### src/logic/tcsr_pkg.sv
// Purpose: Constants for the trigger, sample clock and sync router
// Assumes: 32-bit register port, byte addresses, one word per register
// Notes:   Line selector codes 0..7 pick a bus line, 8 and up mean no line
`default_nettype none
package tcsr_pkg;
    // Trigger bus geometry and selectors
    localparam int         LINES    = 8;
    localparam int         SEL_W    = 4;
    localparam int         LIDX_W   = 3;
    localparam logic [3:0] SEL_NONE = 4'h8;
    localparam int         ADDR_W   = 8;
    // Register offsets
    localparam logic [7:0] A_DIR    = 8'h00;
    localparam logic [7:0] A_SCOPE  = 8'h04;
    localparam logic [7:0] A_CLK    = 8'h08;
    localparam logic [7:0] A_SYNC   = 8'h0c;
    localparam logic [7:0] A_TRIG   = 8'h10;
    localparam logic [7:0] A_PLXI   = 8'h14;
    localparam logic [7:0] A_PDIO   = 8'h18;
    localparam logic [7:0] A_PMISC  = 8'h1c;
    localparam logic [7:0] A_CMD    = 8'h20;
    localparam logic [7:0] A_LIMR   = 8'h24;
    localparam logic [7:0] A_LIMS   = 8'h28;
    localparam logic [7:0] A_STAT   = 8'h2c;
    // Field positions
    localparam int ROLE_B   = 0;
    localparam int OSEL_LSB = 4;
    localparam int ISEL_LSB = 8;
    localparam int SRC_LSB  = 0;
    localparam int FALL_B   = 2;
    localparam int EDGE_LSB = 4;
    localparam int POUT_LSB = 8;
    localparam int PIN_LSB  = 12;
    localparam int PVAL_LSB = 8;
    localparam int TMR_B    = 0;
    localparam int SWEN_B   = 1;
    localparam int SYNC_B   = 0;
    localparam int SWTRG_B  = 1;
    localparam int START_B  = 2;
    localparam int ABORT_B  = 3;
    localparam int MIN_B    = 0;
    localparam int MAX_B    = 1;
    localparam int WAIT_B   = 0;
    localparam int ACQ_B    = 1;
    localparam int ADCK_B   = 2;
    // Reset values
    localparam logic [7:0] DIR_RST   = 8'h00;
    localparam logic [7:0] SCOPE_RST = 8'hff;
    // Trigger source codes
    localparam logic [1:0] SRC_IMM  = 2'h0;
    localparam logic [1:0] SRC_EDGE = 2'h1;
    localparam logic [1:0] SRC_PAT  = 2'h2;
    // Pulse timing
    localparam int CLK_NS    = 100;
    localparam int PULSE_NS  = 500;
    localparam int PULSE_CYC = (PULSE_NS + CLK_NS - 1) / CLK_NS;
    localparam int CNT_W     = 4;
    // Trigger layer states
    typedef enum logic [1:0] {ST_IDLE, ST_WAIT, ST_ACQ} tcsr_state_t;
endpackage
`default_nettype wire

### src/logic/tcsr_top.sv
// Purpose: Sample clock, ADC sync and trigger routing over an 8-line bus
// Assumes: Bus lines, oscillator and digital inputs are asynchronous pins
// Notes:   Bus lines are sampled by i_clk; outputs come from flops, o_trig_bus_oe and o_acquiring through a gate on flops
// Operation
// [RULE1] Clock master clocks ADC from own oscillator.
// [RULE2] Internal clock line never reaches the bus.
// [RULE3] Clock may leave on one line, return on another.
// [RULE4] Output selector picks clock line; none means internal.
// [RULE5] Input selector picks ADC clock line; none means internal.
// [RULE6] Standalone: both clock selectors at none.
// [RULE7] Clock lines set up before clock source.
// [RULE8] Clock output line is an output, scope as needed.
// [RULE9] Clock return line is a full-scope input.
// [RULE10] Clock slave clocks ADC from selected line.
// [RULE11] Sync master pulses per soft sync command.
// [RULE12] Sync output is a bus line or internal line.
// [RULE13] ADC sync comes from a selectable line.
// [RULE14] Sync lines set up before use.
// [RULE15] Sync slave takes sync from input line.
// [RULE16] Immediate source skips trigger wait.
// [RULE17] Edge source fires on chosen line edge.
// [RULE18] Pattern combines lines, inputs, timer, soft trigger.
// [RULE19] Pattern events drive an output line.
// [RULE20] Pattern lines set up with direction and scope.
// [RULE21] Slave uses immediate or master pattern line.
// [RULE22] Limit trips flagged, drive routed lines.
`timescale 1ns/1ps
`default_nettype none
module tcsr_top
    import tcsr_pkg::*;
#(
    parameter int DIO_W = 16,
    parameter int CH    = 48
) (
    // Clock and reset
    input  wire logic              i_clk,
    input  wire logic              i_resetn,
    // Register port
    input  wire logic [ADDR_W-1:0] i_addr,
    input  wire logic [31:0]       i_wdata,
    input  wire logic              i_wr,
    input  wire logic              i_rd,
    output logic      [31:0]       o_rdata,
    // Trigger bus pins
    input  wire logic [LINES-1:0]  i_trig_bus,
    output logic      [LINES-1:0]  o_trig_bus,
    output logic      [LINES-1:0]  o_trig_bus_oe,
    // Oscillator, digital inputs, timer
    input  wire logic              i_osc,
    input  wire logic [DIO_W-1:0]  i_dio,
    input  wire logic              i_timer_evt,
    // Limit comparators and acquisition
    input  wire logic [CH-1:0]     i_min_trip,
    input  wire logic [CH-1:0]     i_max_trip,
    input  wire logic              i_acq_done,
    // ADC side
    output logic                   o_adc_clk,
    output logic                   o_adc_sync,
    output logic                   o_trigger,
    output logic                   o_acquiring
);

    typedef struct packed {
        logic [LINES-1:0] bus_s1, bus_s2, line_prev, drv, dir, scope, lim_route;
        logic             osc_s1, osc_s2;
        logic [DIO_W-1:0] dio_s1, dio_s2;
        logic             clk_slave, sync_slave, fall, tmr_en, sw_en;
        logic [SEL_W-1:0] clk_out, clk_in, sync_out, sync_in;
        logic [SEL_W-1:0] edge_line, pat_out, pat_in;
        logic [1:0]       src;
        logic [LINES-1:0] pat_lmask, pat_lval;
        logic [DIO_W-1:0] pat_dmask, pat_dval;
        logic             pat_prev, sync_prev, adc_clk, adc_sync, trig_pulse;
        logic [CNT_W-1:0] sync_cnt, pat_cnt;
        logic [1:0]       lim_flags;
        tcsr_state_t      st;
        logic [31:0]      rdata;
    } tcsr_regs_t;

    tcsr_regs_t       r_ff;
    tcsr_regs_t       nxt_r;
    logic [LINES-1:0] line_int;
    logic [LINES-1:0] drv;
    logic [31:0]      rd;
    logic             cmd_wr, sw_sync, sw_trig, sw_start, sw_abort;
    logic             int_clk, sync_gen, int_sync, sync_src;
    logic             pat_match, pat_evt, pat_any, pat_gen;
    logic             edge_now, edge_was, pin_now, pin_was, trig_evt;
    logic             any_min, any_max;

    // Bit of a line vector, or the fallback when the selector says no line
    function automatic logic pick(input logic [LINES-1:0] v, input logic [SEL_W-1:0] s,
                                  input logic alt);
        pick = (s < SEL_NONE) ? v[s[LIDX_W-1:0]] : alt;
    endfunction

    // Next-state logic
    always_comb begin
        nxt_r = r_ff;
        // Two-flop synchronisers for pins
        nxt_r.bus_s1 = i_trig_bus;
        nxt_r.bus_s2 = r_ff.bus_s1;
        nxt_r.osc_s1 = i_osc;
        nxt_r.osc_s2 = r_ff.osc_s1;
        nxt_r.dio_s1 = i_dio;
        nxt_r.dio_s2 = r_ff.dio_s1;
        // Software command strobes
        cmd_wr   = i_wr && (i_addr == A_CMD);
        sw_sync  = cmd_wr && i_wdata[SYNC_B];
        sw_trig  = cmd_wr && i_wdata[SWTRG_B];
        sw_start = cmd_wr && i_wdata[START_B];
        sw_abort = cmd_wr && i_wdata[ABORT_B];
        // Line value seen inside: own drive if output, pin if external input
        line_int = (r_ff.drv & r_ff.dir) | (r_ff.bus_s2 & ~r_ff.dir & r_ff.scope); // see [RULE8] see [RULE10]

        // Sample clock selection
        int_clk = ~r_ff.clk_slave && (r_ff.clk_out >= SEL_NONE) && r_ff.osc_s2; // see [RULE1] see [RULE4]
        nxt_r.adc_clk = pick(line_int, r_ff.clk_in, int_clk); // see [RULE3] see [RULE5] see [RULE10]

        // Sync pulse generation, master only
        if (sw_sync && !r_ff.sync_slave) begin
            nxt_r.sync_cnt = CNT_W'(PULSE_CYC); // see [RULE11] see [RULE15]
        end else if (r_ff.sync_cnt != '0) begin
            nxt_r.sync_cnt = r_ff.sync_cnt - 1'b1;
        end
        sync_gen = (r_ff.sync_cnt != '0);
        int_sync = ~r_ff.sync_slave && (r_ff.sync_out >= SEL_NONE) && sync_gen; // see [RULE12]
        sync_src = pick(line_int, r_ff.sync_in, int_sync); // see [RULE13] see [RULE15]
        nxt_r.sync_prev = sync_src;
        nxt_r.adc_sync  = sync_src && !r_ff.sync_prev;

        // Pattern combination, all enabled terms must hold
        pat_any   = (|r_ff.pat_lmask) || (|r_ff.pat_dmask) || r_ff.tmr_en || r_ff.sw_en;
        pat_match = pat_any
                  && (&((line_int ~^ r_ff.pat_lval) | ~r_ff.pat_lmask))
                  && (&((r_ff.dio_s2 ~^ r_ff.pat_dval) | ~r_ff.pat_dmask))
                  && (!r_ff.tmr_en || i_timer_evt)
                  && (!r_ff.sw_en || sw_trig); // see [RULE18]
        nxt_r.pat_prev = pat_match;
        pat_evt = pat_match && !r_ff.pat_prev && (r_ff.src == SRC_PAT) && !r_ff.clk_slave; // see [RULE21]
        if (pat_evt) begin
            nxt_r.pat_cnt = CNT_W'(PULSE_CYC);
        end else if (r_ff.pat_cnt != '0) begin
            nxt_r.pat_cnt = r_ff.pat_cnt - 1'b1;
        end
        pat_gen = (r_ff.pat_cnt != '0);

        // Limit flags, a new trip wins over a clear
        any_min = |i_min_trip;
        any_max = |i_max_trip;
        nxt_r.lim_flags = r_ff.lim_flags;
        if (i_wr && (i_addr == A_LIMS)) begin
            nxt_r.lim_flags = r_ff.lim_flags & ~i_wdata[MAX_B:MIN_B];
        end
        nxt_r.lim_flags[MIN_B] = nxt_r.lim_flags[MIN_B] | any_min; // see [RULE22]
        nxt_r.lim_flags[MAX_B] = nxt_r.lim_flags[MAX_B] | any_max;

        // Line drive: clock, sync, pattern and limit events
        for (int i = 0; i < LINES; i++) begin
            drv[i] = (~r_ff.clk_slave && (r_ff.clk_out == SEL_W'(i)) && r_ff.osc_s2) // see [RULE1] [RULE2]
                   | (~r_ff.sync_slave && (r_ff.sync_out == SEL_W'(i)) && sync_gen) // see [RULE12]
                   | ((r_ff.pat_out == SEL_W'(i)) && pat_gen) // see [RULE19]
                   | (r_ff.lim_route[i] && (any_min || any_max)); // see [RULE22]
        end
        nxt_r.drv = drv;

        // Trigger events from a bus line edge
        nxt_r.line_prev = line_int;
        edge_now = pick(line_int, r_ff.edge_line, 1'b0);
        edge_was = pick(r_ff.line_prev, r_ff.edge_line, 1'b0);
        pin_now  = pick(line_int, r_ff.pat_in, 1'b0);
        pin_was  = pick(r_ff.line_prev, r_ff.pat_in, 1'b0);
        if (r_ff.src == SRC_EDGE) begin
            trig_evt = r_ff.fall ? (edge_was && !edge_now) : (edge_now && !edge_was); // see [RULE17]
        end else if (r_ff.src == SRC_PAT) begin
            trig_evt = pin_now && !pin_was; // see [RULE19] see [RULE21]
        end else begin
            trig_evt = 1'b0;
        end

        // Trigger layer
        nxt_r.trig_pulse = 1'b0;
        unique case (r_ff.st)
            ST_IDLE: begin
                if (sw_start) begin
                    if (r_ff.src == SRC_IMM) begin
                        nxt_r.st         = ST_ACQ; // see [RULE16]
                        nxt_r.trig_pulse = 1'b1;
                    end else begin
                        nxt_r.st = ST_WAIT;
                    end
                end
            end
            ST_WAIT: begin
                if (sw_abort) begin
                    nxt_r.st = ST_IDLE;
                end else if (trig_evt) begin
                    nxt_r.st         = ST_ACQ;
                    nxt_r.trig_pulse = 1'b1;
                end
            end
            ST_ACQ: begin
                if (sw_abort || i_acq_done) begin
                    nxt_r.st = ST_IDLE;
                end
            end
            default: nxt_r.st = ST_IDLE;
        endcase

        // Register writes
        if (i_wr) begin
            unique case (i_addr)
                A_DIR:   nxt_r.dir       = i_wdata[LINES-1:0];
                A_SCOPE: nxt_r.scope     = i_wdata[LINES-1:0];
                A_LIMR:  nxt_r.lim_route = i_wdata[LINES-1:0];
                A_CLK: begin
                    nxt_r.clk_slave = i_wdata[ROLE_B];
                    nxt_r.clk_out   = i_wdata[OSEL_LSB +: SEL_W];
                    nxt_r.clk_in    = i_wdata[ISEL_LSB +: SEL_W];
                end
                A_SYNC: begin
                    nxt_r.sync_slave = i_wdata[ROLE_B];
                    nxt_r.sync_out   = i_wdata[OSEL_LSB +: SEL_W];
                    nxt_r.sync_in    = i_wdata[ISEL_LSB +: SEL_W];
                end
                A_TRIG: begin
                    nxt_r.src       = i_wdata[SRC_LSB +: 2];
                    nxt_r.fall      = i_wdata[FALL_B];
                    nxt_r.edge_line = i_wdata[EDGE_LSB +: SEL_W];
                    nxt_r.pat_out   = i_wdata[POUT_LSB +: SEL_W];
                    nxt_r.pat_in    = i_wdata[PIN_LSB +: SEL_W];
                end
                A_PLXI: begin
                    nxt_r.pat_lmask = i_wdata[LINES-1:0];
                    nxt_r.pat_lval  = i_wdata[PVAL_LSB +: LINES];
                end
                A_PDIO: begin
                    nxt_r.pat_dmask = i_wdata[DIO_W-1:0];
                    nxt_r.pat_dval  = i_wdata[DIO_W +: DIO_W];
                end
                A_PMISC: begin
                    nxt_r.tmr_en = i_wdata[TMR_B];
                    nxt_r.sw_en  = i_wdata[SWEN_B];
                end
                default: ;
            endcase
        end

        // Register reads, data one cycle later
        rd = '0;
        unique case (i_addr)
            A_DIR:   rd[LINES-1:0] = r_ff.dir;
            A_SCOPE: rd[LINES-1:0] = r_ff.scope;
            A_LIMR:  rd[LINES-1:0] = r_ff.lim_route;
            A_CLK: begin
                rd[ROLE_B] = r_ff.clk_slave;
                rd[OSEL_LSB +: SEL_W] = r_ff.clk_out;
                rd[ISEL_LSB +: SEL_W] = r_ff.clk_in;
            end
            A_SYNC: begin
                rd[ROLE_B] = r_ff.sync_slave;
                rd[OSEL_LSB +: SEL_W] = r_ff.sync_out;
                rd[ISEL_LSB +: SEL_W] = r_ff.sync_in;
            end
            A_TRIG: begin
                rd[SRC_LSB +: 2] = r_ff.src;
                rd[FALL_B] = r_ff.fall;
                rd[EDGE_LSB +: SEL_W] = r_ff.edge_line;
                rd[POUT_LSB +: SEL_W] = r_ff.pat_out;
                rd[PIN_LSB +: SEL_W] = r_ff.pat_in;
            end
            A_PLXI: begin
                rd[LINES-1:0] = r_ff.pat_lmask;
                rd[PVAL_LSB +: LINES] = r_ff.pat_lval;
            end
            A_PDIO: begin
                rd[DIO_W-1:0] = r_ff.pat_dmask;
                rd[DIO_W +: DIO_W] = r_ff.pat_dval;
            end
            A_PMISC: begin
                rd[TMR_B] = r_ff.tmr_en;
                rd[SWEN_B] = r_ff.sw_en;
            end
            A_LIMS:  rd[MAX_B:MIN_B] = r_ff.lim_flags;
            A_STAT: begin
                rd[WAIT_B] = (r_ff.st == ST_WAIT);
                rd[ACQ_B] = (r_ff.st == ST_ACQ);
                rd[ADCK_B] = r_ff.adc_clk;
            end
            default: ;
        endcase
        nxt_r.rdata = i_rd ? rd : '0;
    end

    // State register
    always_ff @(posedge i_clk or negedge i_resetn) begin
        if (!i_resetn) begin
            r_ff          <= '0;
            r_ff.dir      <= DIR_RST;
            r_ff.scope    <= SCOPE_RST;
            r_ff.clk_out  <= SEL_NONE;
            r_ff.clk_in   <= SEL_NONE;
            r_ff.sync_out <= SEL_NONE;
            r_ff.sync_in  <= SEL_NONE;
            r_ff.edge_line <= SEL_NONE;
            r_ff.pat_out  <= SEL_NONE;
            r_ff.pat_in   <= SEL_NONE;
            r_ff.st       <= ST_IDLE;
        end else begin
            r_ff <= nxt_r;
        end
    end

    // Outputs; a pin is driven only for an output line with external scope
    assign o_rdata       = r_ff.rdata;
    assign o_trig_bus    = r_ff.drv;
    assign o_trig_bus_oe = r_ff.dir & r_ff.scope; // see [RULE8]
    assign o_adc_clk     = r_ff.adc_clk;
    assign o_adc_sync    = r_ff.adc_sync;
    assign o_trigger     = r_ff.trig_pulse;
    assign o_acquiring   = (r_ff.st == ST_ACQ);

endmodule // tcsr_top
`default_nettype wire

### config.mk
export PLATFORM = sky130hd
export DESIGN_NAME = tcsr_top
export DESIGN_NICKNAME = d
export VERILOG_FILES = /design/src/logic/tcsr_pkg.sv /design/src/logic/tcsr_top.sv
export SDC_FILE = /design/constraint.sdc
export NUM_CORES = 1
export LEC_CHECK = 0
export BUFFER_PORTS_ARGS = -buffer_cell sky130_fd_sc_hd__buf_2
export CAP_MARGIN = 20
export CORE_ASPECT_RATIO = 1.25
export CORE_MARGIN = 2
export CORE_UTILIZATION = 49
export CTS_CLUSTER_SIZE = 14
export DETAILED_ROUTE_END_ITERATION = 6
export MAX_ROUTING_LAYER = met4
export PLACE_DENSITY = 0.76
export SLEW_MARGIN = 25
export SYNTH_ARGS = -nofsm -noshare
export SYNTH_HDL_FRONTEND = slang
export SYNTH_SLANG_ARGS = --single-unit
### constraint.sdc
create_clock -name i_clk -period 2 [get_ports i_clk]
set_input_delay 0.2 -clock i_clk [delete_from_list [all_inputs] [get_ports i_clk]]
set_output_delay 0.2 -clock i_clk [all_outputs]
set_load 0.005 [all_outputs]
==> qor.json <==
{
  "sta": {
    "timing.fmax_ghz": 0.473,
    "worstMarginPinSlew_ns": 0.508,
    "finClkSkew_ns": 0.0203,
    "fin_crit_sh_pct": 106,
    "minimum_clock_period_after_layout_ns": 2.11,
    "setup_slack_ns": -0.115,
    "slew_violations": 0,
    "setup_repair_after_global_routing_missed_its_margin": "yes",
    "slew_headroom_pct": 66.1,
    "finalHoldViolations": 0,
    "setup_violations": 3
  },
  "clock_tree": {
    "tritoncts.num_buffers": 22,
    "clockRootBuffer": "sky130_fd_sc_hd__clkbuf_16",
    "cts.sink_count": 222,
    "htree_num_levels": 1,
    "clock_latency_reported_for_the_late_side_of_the_worst_skew_pair_ns": 0.51,
    "worst_setup_hold_path_clk_slew_ns": 0.06,
    "cts.path.max_buffers": 3,
    "tritoncts": "built"
  },
  "floorplanning": {
    "ioPinCount": 219,
    "die_area_sq_um": 21500,
    "vertical_extent_of_the_die_microns": 163,
    "core_region_area_sq_um": 20000,
    "die_w_microns": 131,
    "core.rowCount": 58,
    "start_util_pct": 49.7
  },
  "detailed_routing": {
    "post-route-drc-count": 0,
    "ant_nets": 0,
    "routedWlPerCell_microns": 22.4,
    "route.vias.total": 8260,
    "detailedRoute.firstIterationViolations": 933,
    "drtPass1Iterations": 7,
    "route.detailed.vias_per_inst": 5.88,
    "drt_wl_total_mm": 31.5
  },
  "worst_hold_path": {
    "worstHoldPathCells": 2,
    "holdPathEnd": "r_ff[73]$_DFFE_PN0P_",
    "min-delay-start": "i_wdata[8]",
    "hp_class": "input pin to register"
  },
  "setup_path": {
    "worstReg2RegStart": "r_ff[107]$_DFFE_PN0P_",
    "criticalPathCategory": "register to register",
    "critical_path.reg2reg.endpoint": "r_ff[33]$_DFFE_PN0P_",
    "start_kind": "register",
    "worst-endpoint-required_ns": 2.42,
    "r2r_slack_ns": -0.11,
    "crit_slowest_cell": "sky130_fd_sc_hd__mux4_2",
    "worst-r2r-cell-count": 6,
    "cp-end-kind": "register",
    "timing.critical_path.cells": "mux4_2, mux2_4, or3b_1, mux2i_2, o21bai_1, a22oi_1",
    "cp.arrival_ns": 2.54,
    "critical_path_fanout_max": 3,
    "cp_slowest_stage_delay_ns": 0.52
  },
  "layout": {
    "area.growth.synth_to_final_pct": 32.4,
    "fraction_of_layout_cells_with_a_size_suffix_above_1_pct": 45.3,
    "design.final.nets": 1289,
    "post-route-cell-area_sq_um": 13200,
    "n_antenna_cell": 0,
    "filler_cell_count": 1485
  },
  "placed_design": {
    "post-dp-hpwl_mm": 22.5,
    "io_buffer_count": 218,
    "gp_congestion": 0.974,
    "placement.cell_area_sq_um": 11800
  },
  "status": {
    "violations": "negative setup slack",
    "status": "finished with violations"
  },
  "synthesis": {
    "yosys_most_used_dff": "sky130_fd_sc_hd__dfrtp_1",
    "synthesis.area_sq_um": 9960,
    "postSynthRegisterBits": 222,
    "synthTopCellsByArea": "sky130_fd_sc_hd__dfrtp_1, sky130_fd_sc_hd__mux2_2, sky130_fd_sc_hd__dfstp_2",
    "synth_top_area_share_pct": 52.0,
    "post-synth-top-area-cell": "sky130_fd_sc_hd__dfrtp_1",
    "post_synth.cell_area_avg_sq_um": 12.6,
    "post_synth_num_cell_types": 65,
    "sequential_element_share_of_the_synthesized_area_pct": 56.0,
    "synth_edf_count": 0,
    "yosysWarnings": 0,
    "synth_async_sr_flop_share_pct": 100,
    "syn-instance-count": 793,
    "synth.net_count": 964
  },
  "global_routing": {
    "grt_first_pass_wirelength_mm": 47.8,
    "initial_antenna_violation_count": 0,
    "gr-usage-all-layers_pct": 30.0,
    "gr-total-overflow": 0,
    "grt_start_max_net_pins": 66,
    "first_global_vias": 8626
  },
  "power": {
    "sequentialPowerShare_pct": 45.8,
    "pwr-share-comb_pct": 13.4,
    "report.power.total_mw": 11.0,
    "power_density_nw_per_um2": 835,
    "switching_power_of_the_nets_mw": 2.75,
    "clockPowerShare_pct": 40.8,
    "switching_share_pct": 24.9,
    "internal_power_mw": 8.27,
    "power_leakage_nw": 6.51,
    "ir_drop_mv": 0.571
  },
  "flow_run": {
    "cap_violations": 0
  }
}
==> registers in the layout (all words and copies together), names as in the netlist <==
| signal | cells |
|---|---|
| o_trigger | 1 |
| o_trig_bus | 8 |
| o_adc_clk | 1 |
| r_ff | 154 |
| o_rdata | 32 |
| nxt_r | 25 |
| o_adc_sync | 1 |
==> timing repair <==
item / CTS / global route
gates resized for setup: 5 / 22
pin swaps: 5 / 14
hold buffers: 47 / 0
hold endpoints to repair: 109 / 0
buffers inserted: 1 / 2
endpoints found under the setup margin: 6 / 13
==> placed cells by master, fill, tap and decap left out, types with 23 or more instances in the layout <==
master	n
sky130_fd_sc_hd__a21oi_1	30
sky130_fd_sc_hd__mux2_2	107
sky130_fd_sc_hd__dfrtp_1	206
sky130_fd_sc_hd__dlygate4sd3_1	47
sky130_fd_sc_hd__nor4_1	33
sky130_fd_sc_hd__buf_4	90
sky130_fd_sc_hd__buf_2	217
sky130_fd_sc_hd__clkbuf_16	23
sky130_fd_sc_hd__nand2_1	43
sky130_fd_sc_hd__a22oi_1	25
==> area by class of cell <==
type	count	area, sq um	area share, %
clock buffer	32	679	5.15
timing repair buffer	363	2400	18.2
tap	270	338	2.56
clock inverter	8	118	0.892
multi-input combinational	500	4040	30.7
inverter	9	33.8	0.256
sequential	222	5580	42.3
==> cells in the mapped netlist, drive strengths merged, types with 3 or more instances <==
library cell and instances:
dfrtp 207, mux2 108, buf 54, nand2 48, nor4 34, a21oi 32, a22oi 25, nor2 25
and3 21, xor2 21, a222oi 17, dfstp 15, nand3b 14, and2 12, nor3 12, nand4 11
inv 9, a221o 8, clkbuf 8, mux4 8, or3 7, a31oi 6, nand2b 6, nand3 6
nor2b 6, o22ai 6, a32oi 5, nor4b 5, o21a 5, o21ai 5, ha 4, nor3b 4
o31ai 4, xnor2 4, mux2i 3, o32ai 3
==> routing by layer <==
layer  track usage [%]  wire, microns
met5                 -              0
met4              13.6           1660
met3              4.56           2310
met2              52.9          16200
met1              34.1          11300
==> power by group through the flow <==
stage	sequential, mW	combinational (mW)	clock [mW]
floorplan	5.02	0.708	0
global placement	5.09	1.27	0
detailed placement	5.10	1.31	0
CTS	5.03	1.39	4.51
global route	5.07	1.63	4.73
finish	5.04	1.48	4.49
==> kinds of logic after synthesis <==
kind of cell	after synthesis	share of synthesized area, %
and+or+nand+nor	221	12.9
buffers and inverters	71	4.40
muxes	119	14.3
AOI/OAI and AO/OA	131	9.68
adders and majority gates	4	0.503
xor gates and xnor gates	25	2.20
DFF	222	56.0
==> stage by stage <==
stage / cells / hold WS [ns] / util, % / setup TNS [ns] / worst slack (ns)
after floorplan: 793 / -0.0956 / - / 0 / 0.0116
after global placement: 1314 / 0.172 / 58.9 / -0.240 / -0.0865
after detailed placement: 1314 / 0.176 / 58.9 / -0.769 / -0.159
after CTS: 1402 / 0.0102 / 65.3 / -0.218 / -0.115
after global routing: 1404 / 0.0272 / 65.8 / -0.678 / -0.191
final: 1404 / 0.00816 / 65.8 / -0.198 / -0.115
==> worst max path at each step <==
stage,from,end,slack (ns)
floorplan,r_ff[175]$_DFFE_PN1P_,r_ff[37]$_DFFE_PN0P_,0.01
CTS,r_ff[107]$_DFFE_PN0P_,r_ff[33]$_DFFE_PN0P_,-0.12
detailed placement,r_ff[107]$_DFFE_PN0P_,r_ff[33]$_DFFE_PN0P_,-0.16
global route,r_ff[107]$_DFFE_PN0P_,r_ff[33]$_DFFE_PN0P_,-0.19
finish,r_ff[107]$_DFFE_PN0P_,r_ff[33]$_DFFE_PN0P_,-0.11
global placement,r_ff[107]$_DFFE_PN0P_,r_ff[33]$_DFFE_PN0P_,-0.09
==> worst max-delay path, delay by kind of cell (launching register included) <==
family          cells  cell delay, ns
compound gates      2            0.28
flops               1            0.40
simple gates        1            0.37
mux                 3            0.99
No activity file was read; power rests on OpenSTA's default activity.
